### config.mk
export PLATFORM = sky130hd
export DESIGN_NAME = pbm_port_b_mux
export DESIGN_NICKNAME = d
export VERILOG_FILES = /design/src/rtl/pbm_pkg.sv /design/src/rtl/pbm_port_b_mux.sv
export SDC_FILE = /design/constraint.sdc
export NUM_CORES = 1
export LEC_CHECK = 0
export BUFFER_PORTS_ARGS = -buffer_cell sky130_fd_sc_hd__buf_2
export CAP_MARGIN = 20
export CORE_ASPECT_RATIO = 2
export CORE_MARGIN = 10
export CORE_UTILIZATION = 47
export CTS_CLUSTER_DIAMETER = 120
export DETAILED_ROUTE_END_ITERATION = 6
export PLACE_DENSITY = 0.78
export SLEW_MARGIN = 25
export SYNTH_ARGS = -nofsm -noshare
export SYNTH_HDL_FRONTEND = slang
export SYNTH_SLANG_ARGS = --single-unit
### constraint.sdc
create_clock -name clk -period 1.2 [get_ports clk]
set_input_delay 0.18 -clock clk [delete_from_list [all_inputs] [get_ports clk]]
set_output_delay 0.18 -clock clk [all_outputs]
set_load 0.01 [all_outputs]
### src/rtl/pbm_pkg.sv
package pbm_pkg;

  // ----------------------------------------------------------------
  // Widths
  // ----------------------------------------------------------------
  localparam int PBM_PINS     = 8;
  localparam int PBM_LOW_PINS = 4;
  localparam int PBM_CLK_PINS = 4;
  localparam int PBM_AW       = 4;
  localparam int PBM_DW       = 16;

  // ----------------------------------------------------------------
  // Register offsets
  // ----------------------------------------------------------------
  localparam logic [PBM_AW-1:0] PBM_OFS_DATA_OUT  = 4'h0;
  localparam logic [PBM_AW-1:0] PBM_OFS_DIRECTION = 4'h1;
  localparam logic [PBM_AW-1:0] PBM_OFS_PERIPH_EN = 4'h2;
  localparam logic [PBM_AW-1:0] PBM_OFS_PULLUP_EN = 4'h3;
  localparam logic [PBM_AW-1:0] PBM_OFS_CLK_OSEL  = 4'h4;
  localparam logic [PBM_AW-1:0] PBM_OFS_BUS_CTRL  = 4'h5;
  localparam logic [PBM_AW-1:0] PBM_OFS_PIN_IN    = 4'h6;

  // ----------------------------------------------------------------
  // Fields and reset values
  // ----------------------------------------------------------------
  localparam int PBM_BIT_DRIVE_KEEP = 0;

  localparam logic [PBM_PINS-1:0]     PBM_RST_DATA_OUT  = 8'h00;
  localparam logic [PBM_PINS-1:0]     PBM_RST_DIRECTION = 8'h00;
  localparam logic [PBM_PINS-1:0]     PBM_RST_PULLUP_EN = 8'hff;
  localparam logic [PBM_CLK_PINS-1:0] PBM_RST_CLK_OSEL  = 4'h0;
  localparam logic                    PBM_RST_DRIVE     = 1'b0;
  localparam logic [PBM_PINS-1:0]     PBM_ALL_ON        = 8'hff;
  localparam logic [PBM_PINS-1:0]     PBM_ALL_OFF       = 8'h00;
  localparam logic [PBM_LOW_PINS-1:0] PBM_LOW_ON        = 4'hf;
  localparam logic [PBM_LOW_PINS-1:0] PBM_LOW_OFF       = 4'h0;
  localparam logic [PBM_CLK_PINS-1:0] PBM_UP_OFF        = 4'h0;

  localparam logic [PBM_DW-1:0] PBM_RD_ZERO = 16'h0000;

endpackage : pbm_pkg

### src/rtl/pbm_port_b_mux.sv
// The implementer's own choices: the address map and strobed register access.
`timescale 1ns/1ps

// What this block does
// - Non-peripheral pins are software GPIO inputs or outputs per pin.
// - Lower four pins in address mode carry address bits 16 to 19.
// - Upper four pins in address mode carry address bits 20 to 23.
// - Idle bus: address pins float or stay driven per bus drive bit.
// - Lower pin reset function set by boot, memory, security straps.
// - Peripheral-enable write overrides the reset function.
// - Clearing a pull-up enable bit switches that pin's pull-up off.
// - Upper four pins are GPIO after reset.
// - Clock monitors on pins 4..7: prescaled, main, second, oscillator.
// - Peripheral-enable bit hands each upper pin to a peripheral.
// - Clock-out select picks address or clock for each handed-over upper pin.
// - Pull-up enable bit n controls pin n.
module pbm_port_b_mux (
  input  wire logic                        clk,
  input  wire logic                        reset_n,
  input  wire logic [pbm_pkg::PBM_AW-1:0]  reg_addr,
  input  wire logic [pbm_pkg::PBM_DW-1:0]  reg_wdata,
  input  wire logic                        reg_we,
  input  wire logic                        reg_re,
  output logic      [pbm_pkg::PBM_DW-1:0]  reg_rdata,
  input  wire logic                        boot_source_select,
  input  wire logic                        memory_width_strap,
  input  wire logic                        flash_secure,
  input  wire logic                        ext_bus_active,
  input  wire logic [pbm_pkg::PBM_PINS-1:0] ext_addr_upper,
  input  wire logic                        prescaler_clock,
  input  wire logic                        system_clock_main,
  input  wire logic                        system_clock_second,
  input  wire logic                        oscillator_clock,
  input  wire logic [pbm_pkg::PBM_PINS-1:0] pin_in,
  output logic      [pbm_pkg::PBM_PINS-1:0] pin_out,
  output logic      [pbm_pkg::PBM_PINS-1:0] pin_oe_n,
  output logic      [pbm_pkg::PBM_PINS-1:0] pin_pullup
);
  import pbm_pkg::*;

  // ----------------------------------------------------------------
  // State
  // ----------------------------------------------------------------
  typedef struct packed {
    logic [PBM_PINS-1:0]     data_out;
    logic [PBM_PINS-1:0]     direction;
    logic [PBM_PINS-1:0]     portb_peripheral_enable;
    logic [PBM_PINS-1:0]     portb_pullup_enable;
    logic [PBM_CLK_PINS-1:0] clock_out_select;
    logic                    bus_drive_keep;
    logic [PBM_DW-1:0]       rdata;
    logic [PBM_PINS-1:0]     pin_out;
    logic [PBM_PINS-1:0]     pin_oe_n;
    logic [PBM_PINS-1:0]     pin_pullup;
  } pbm_state_s;

  pbm_state_s st;
  pbm_state_s next_st;

  // Strap decode for the lower pins: address on an unsecured part when
  // booting externally or when a wide external memory is strapped
  function automatic logic [PBM_LOW_PINS-1:0] pbm_low_reset_per(
    input logic boot_ext,
    input logic mem_wide,
    input logic secure
  );
    logic addr_mode;
    addr_mode = (boot_ext | mem_wide) & ~secure;
    return addr_mode ? PBM_LOW_ON : PBM_LOW_OFF;
  endfunction : pbm_low_reset_per

  function automatic logic [PBM_DW-1:0] pbm_zext8(
    input logic [PBM_PINS-1:0] v
  );
    return {{(PBM_DW-PBM_PINS){1'b0}}, v};
  endfunction : pbm_zext8

  logic [PBM_CLK_PINS-1:0] mon_clk;
  assign mon_clk = {oscillator_clock, system_clock_second,
                    system_clock_main, prescaler_clock};

  // ----------------------------------------------------------------
  // Next state
  // ----------------------------------------------------------------
  always_comb begin
    logic addr_drive;
    logic sel_clk;
    addr_drive = 1'b0;
    sel_clk    = 1'b0;
    next_st    = st;
    next_st.rdata = PBM_RD_ZERO;

    // --------------------------------------------------------------
    // Register writes
    // --------------------------------------------------------------
    if (reg_we) begin
      unique case (reg_addr)
        PBM_OFS_DATA_OUT:  next_st.data_out  = reg_wdata[PBM_PINS-1:0];
        PBM_OFS_DIRECTION: next_st.direction = reg_wdata[PBM_PINS-1:0];
        PBM_OFS_PERIPH_EN: begin
          next_st.portb_peripheral_enable = reg_wdata[PBM_PINS-1:0];
        end
        PBM_OFS_PULLUP_EN: begin
          next_st.portb_pullup_enable = reg_wdata[PBM_PINS-1:0];
        end
        PBM_OFS_CLK_OSEL: begin
          next_st.clock_out_select = reg_wdata[PBM_CLK_PINS-1:0];
        end
        PBM_OFS_BUS_CTRL: begin
          next_st.bus_drive_keep = reg_wdata[PBM_BIT_DRIVE_KEEP];
        end
        default: ;
      endcase
    end

    // --------------------------------------------------------------
    // Register reads, one cycle of data then zero
    // --------------------------------------------------------------
    if (reg_re) begin
      unique case (reg_addr)
        PBM_OFS_DATA_OUT:  next_st.rdata = pbm_zext8(st.data_out);
        PBM_OFS_DIRECTION: next_st.rdata = pbm_zext8(st.direction);
        PBM_OFS_PERIPH_EN: begin
          next_st.rdata = pbm_zext8(st.portb_peripheral_enable);
        end
        PBM_OFS_PULLUP_EN: begin
          next_st.rdata = pbm_zext8(st.portb_pullup_enable);
        end
        PBM_OFS_CLK_OSEL: begin
          next_st.rdata = {{(PBM_DW-PBM_CLK_PINS){1'b0}}, st.clock_out_select};
        end
        PBM_OFS_BUS_CTRL: begin
          next_st.rdata = {{(PBM_DW-1){1'b0}}, st.bus_drive_keep};
        end
        PBM_OFS_PIN_IN:    next_st.rdata = pbm_zext8(pin_in);
        default:           next_st.rdata = PBM_RD_ZERO;
      endcase
    end

    // --------------------------------------------------------------
    // Pin multiplexer
    // --------------------------------------------------------------
    addr_drive = ext_bus_active | st.bus_drive_keep;
    for (int i = 0; i < PBM_PINS; i++) begin
      if (!st.portb_peripheral_enable[i]) begin
        next_st.pin_out[i]  = st.data_out[i];
        next_st.pin_oe_n[i] = ~st.direction[i];
      end else begin
        sel_clk = 1'b0;
        if (i >= PBM_LOW_PINS) begin
          sel_clk = st.clock_out_select[i-PBM_LOW_PINS];
        end
        if (sel_clk) begin
          next_st.pin_out[i]  = mon_clk[i-PBM_LOW_PINS];
          next_st.pin_oe_n[i] = 1'b0;
        end else begin
          next_st.pin_out[i]  = ext_addr_upper[i];
          next_st.pin_oe_n[i] = ~addr_drive;
        end
      end
      // Pull-up only acts while the driver is off
      next_st.pin_pullup[i] = st.portb_pullup_enable[i] &
                              next_st.pin_oe_n[i];
    end

    // --------------------------------------------------------------
    // Reset last so it overrides every path above
    // --------------------------------------------------------------
    if (!reset_n) begin
      next_st.data_out            = PBM_RST_DATA_OUT;
      next_st.direction           = PBM_RST_DIRECTION;
      next_st.portb_peripheral_enable = {PBM_UP_OFF,
        pbm_low_reset_per(boot_source_select, memory_width_strap,
                          flash_secure)};
      next_st.portb_pullup_enable = PBM_RST_PULLUP_EN;
      next_st.clock_out_select    = PBM_RST_CLK_OSEL;
      next_st.bus_drive_keep      = PBM_RST_DRIVE;
      next_st.rdata               = PBM_RD_ZERO;
      next_st.pin_out             = PBM_ALL_OFF;
      next_st.pin_oe_n            = PBM_ALL_ON;
      next_st.pin_pullup          = PBM_ALL_ON;
    end
  end

  always_ff @(posedge clk) begin
    st <= next_st;
  end

  // ----------------------------------------------------------------
  // Outputs
  // ----------------------------------------------------------------
  assign reg_rdata  = st.rdata;
  assign pin_out    = st.pin_out;
  assign pin_oe_n   = st.pin_oe_n;
  assign pin_pullup = st.pin_pullup;
endmodule : pbm_port_b_mux

# Word level (Yosys, flattened, before mapping)
# Index checks and enable logic that the tools add are counted.
# totals
word_cells	86
input_bits	48
regBits	77
out_inout_bits	40
# op_classes
n_mux	37
reduce_logical	9
eq_ne	8
bitwise	21
# ops
cell	n
two-way mux 57 bit	1
case mux 8 bit (7 select lines)	1
two-way mux 1 bit	29
two-way mux 17 bit	1
two-way mux 8 bit	2
AND reduction 2 bit	8
equality test 4 x 3 -> 1 bit, second input constant	3
two-way mux 4 bit	3
NOT 1 bit	10
bitwise AND 1 bit	9
equality test 4 x 2 -> 1 bit, second input constant	2
equality test 4 x 1 -> 1 bit, second input constant	1
zero test 4 bit	1
!= test 2 x 1 -> 1 bit, second input constant	2
bitwise OR 1 bit	2

# Longest topological paths before layout
# depth
word_depth	6
ltp_mapped	6
ltp_nobuf	4

# Worst setup path after synthesis
# Ideal clock, no wire load.
# synth_path
path_kind	input to register
startpoint	input port reset_n
endpoint	register st[53] (netlist bit), enable pin
setup_time_ns	0.278
arrival_time_ns	1.001
slack_ns	-0.079
stages	4
required_time_ns	0.922
path_buffers	3
path_cell_list	buf_2 > clkbuf_1 > clkbuf_1 > nand2_1
# synth_via
elab_chain_len	2
elab_cells_between_ends	3
cone_classes	eq/ne (2); reduce/logical (1)
# synth_rtl
item	line_no	rtl
start, declared	pbm_port_b_mux.sv:19	input wire logic reset_n,
!= test 2 x 1 -> 1 bit (no line)	--	
AND reduction 2 bit (no line) *	--	
end signal, assigned	pbm_port_b_mux.sv:186	st <= next_st;
end, declared	pbm_port_b_mux.sv:57	pbm_state_s st;
# Every way passes the cells marked *; elsewhere a longest branch is shown, timed or not.
# A chain may end at the register's enable or synchronous reset.

# Final worst setup path
# layout_path
startpoint	register st[40] (netlist bit)
endpoint	register st (netlist bit reg_rdata[0])
# layout_via
elab_chain_len	1
# layout_rtl
item	line_no	rtl
case mux 8 bit (7 select lines)	pbm_port_b_mux.sv:120	unique case (reg_addr)
# No other way between the ends.

==> summary.txt <==
Logic synthesis
  • Synth Cell Area: 0.003231 mm²
  • Synth Warn #: 0
  • Synthesized area per cell: 8.974 µm²
  • Syn Inst Count: 360
  • Leading post-synthesis cells by cell area: dfxtp_1 40%, buf_4 9.8%, nand2_1 6.9%
  • Top cells by count, synth: 65 x dfxtp_1, 59 x nand2_1, 42 x buf_4, 33 x nand3_1, 20 x a21boi_0
  • Register area share after synthesis: 44.00%
  • Post-synth top area cell: dfxtp_1
  • Synthesized flop and latch total: 69
  • Number of synthesized flops with an enable pin: 4
  • Synth Flop Type: dfxtp_1
  • Distinct cells, synth: 36
  • Count leader, synth: dfxtp_1
  • Fraction of registers with async set/reset: 0%
  • Share of the synthesized area in the top cell type: 40.28%

Clocking
  • Number of hold buffers added after cts: 0
  • CTS H-tree depth: 3
  • Reg clk slew, reported paths: 0.06 ns
  • Num CTS Buffers: 9
  • Worst skew pair latency: 0.33 ns
  • TritonCTS clock tree: done
  • Post CTS Setup Buffer Count: 0
  • # resized after CTS: 1
  • Clk buf depth: 2
  • Clk sinks: 69
  • Root Driver: clkbuf_16

Finish
  • # nets final: 475
  • Ant. Diodes: 0
  • Layout cell share with drive strength beyond 1: 32.64%
  • P&R area growth vs syn: 23.12%
  • Post-layout util: 59.60%
  • Post-route cell area: 0.003978 mm²
  • Layout filler cell count: 595
  • Final std cells w/o fill: 520

GRT
  • M3 GR Usage: 6.005%
  • GR Overflow Total: 0
  • Routing usage on met1: 13.81%
  • Global-route wire length before repair: 14010 µm
  • Vias in the first global route: 2828
  • Pin count of the biggest net entering global routing: 34
  • M2 GR Usage: 30.97%
  • Antenna violations before repair: 0
  • Global Route Usage Sum: 16.95%
  • Busiest grt layer: met2

Place
  • Placed Instances: 504
  • GPL Wtd Cong: 0.9220
  • Number of port buffers: 71
  • Cell Area, Placed: 0.003642 mm²
  • Dpl hpwl: 7093 µm

Setup path
  • Delay of the slowest cell on the worst path: 0.36 ns
  • Critical Path AT: 1.37 ns
  • CP cell instances: mux2_2 -> a22oi_1 -> or3_1 -> a31oi_1
  • Crit Path Category: reg -> reg
  • Worst Path Max Fanout: 3
  • Critical path endpoint category: flop
  • CP max-delay cell: dfxtp_1
  • WP data required: 1.46 ns
  • Startpoint types: flop

Floorplan
  • Io pins: 88
  • Die area: 0.01079 mm²
  • CORE AREA: 0.006674 mm²
  • Std-Cell Rows: 42
  • DIE WIDTH: 78.63 µm
  • Initial core utilization: 48.41%
  • Chip height: 137.3 µm

Timing
  • Achievable frequency: 898.1 MHz
  • RSZ-0062 raised after global routing: no
  • Final setup fails: 0
  • Hold_ws: 0.1023 ns
  • Clock skew: 0.007148 ns
  • Final period util: 92.79%
  • Fin. max-slew vios: 0
  • Crit path time final: 1.113 ns
  • Hold Fails Final Rpt: 0

Routing
  • Vias: 2748
  • First-pass DRT Iterations: 4
  • Antenna Nets Post-Route: 0
  • Number of DRC markers in iteration 0: 130
  • Via/cell ratio: 5.285
  • DR WL/cell: 17.39 µm
  • # DRC: 0
  • Final wirelength: 9045 µm

Power
  • Pleak: 1.761 nW
  • Peak VDD IR: 1.125 mV
  • Internal: 4.474 mW
  • Sw frac: 22.91%
  • Power Total: 5.804 mW
  • Psw: 1.330 mW
  • Combinational Power Share: 9.7%
  • Clock share of power: 48.6%
  • Pwr dens: 1459 mW/mm²
  • Register share of total power: 41.8%

Run status
  • Outcome: complete, no violations

Worst hold path
  • Hold Path Class: in -> reg

Flow run
  • Max cap viols: 0
registers in the layout, indices dropped and copies added, names as in the netlist:
signal and cells:
pin_oe_n 8, pin_out 8, pin_pullup 8, reg_rdata 8, st 37
worst max-delay path: cells and delay by family, from the launching register on:
kind | cells | cell delay [ns]
flops | 1 | 0.36
simple gates | 1 | 0.31
compound gates | 2 | 0.22
mux | 1 | 0.16
layer usage:
metal	up-vias	routed length, µm
li1	1326	-
met5	-	0
met4	0	532
met2	99	5025
met1	1288	2816
met3	35	671
power groups by stage:
stage	combinational [mW]	clock (mW)	sequential, mW
after global placement	0.544	0	2.47
after floorplan	0.362	0	2.46
after global routing	0.615	2.96	2.43
after detailed placement	0.555	0	2.47
final	0.562	2.82	2.42
after CTS	0.560	2.87	2.42
stage by stage:
step | setup TNS (ns) | setup WS [ns]
5_1_grt | 0 | 0.01515
3_3_place_gp | -4.211 | -0.1793
2_1_floorplan | 0 | 0.0008505
4_1_cts | 0 | 0.06070
3_5_place_dp | -5.302 | -0.1865
6_report | 0 | 0.08655
area by class of cell:
type / count / area, µm² / share of cell area (%)
Clock buffer: 9 / 225.2 / 5.662
Clock inverter: 7 / 98.84 / 2.485
Inverter: 4 / 15.01 / 0.3775
Multi-Input combinational cell: 232 / 1425 / 35.83
Sequential cell: 69 / 1423 / 35.77
Tap cell: 88 / 110.1 / 2.768
Timing Repair Buffer: 111 / 680.7 / 17.11
placed cells by master (no fill, tap or decap), types with 9 or more instances in the layout:
cell type  instances
nand3_1           33
a21boi_0          20
buf_4             38
mux2i_1           18
clkbuf_16          9
dfxtp_1           64
nand2_1           59
buf_2             71
nor2b_1           11
nor2_1            15
a22oi_1           10
cells by family after synthesis:
family / count (synthesis) / share of synthesized area (%)
other: 1 / 0.1161
AO/OA/AOI/OAI: 59 / 13.28
flip-flops: 69 / 44.00
multiplexers: 27 / 9.063
AND/OR/NAND/NOR: 138 / 20.53
buffers and inverters: 66 / 13.01
path summary, 6_finish.rpt:
path,to,cells after the start,slack (ns),from
min,pin_out[2],3,0.10,ext_addr_upper[2]
min reg2reg,pin_pullup[2],2,0.46,st[47]
max,reg_rdata[0],4,0.09,st[40]
max reg2reg,reg_rdata[0],4,0.09,st[40]
No activity file was read; power rests on OpenSTA's default activity.
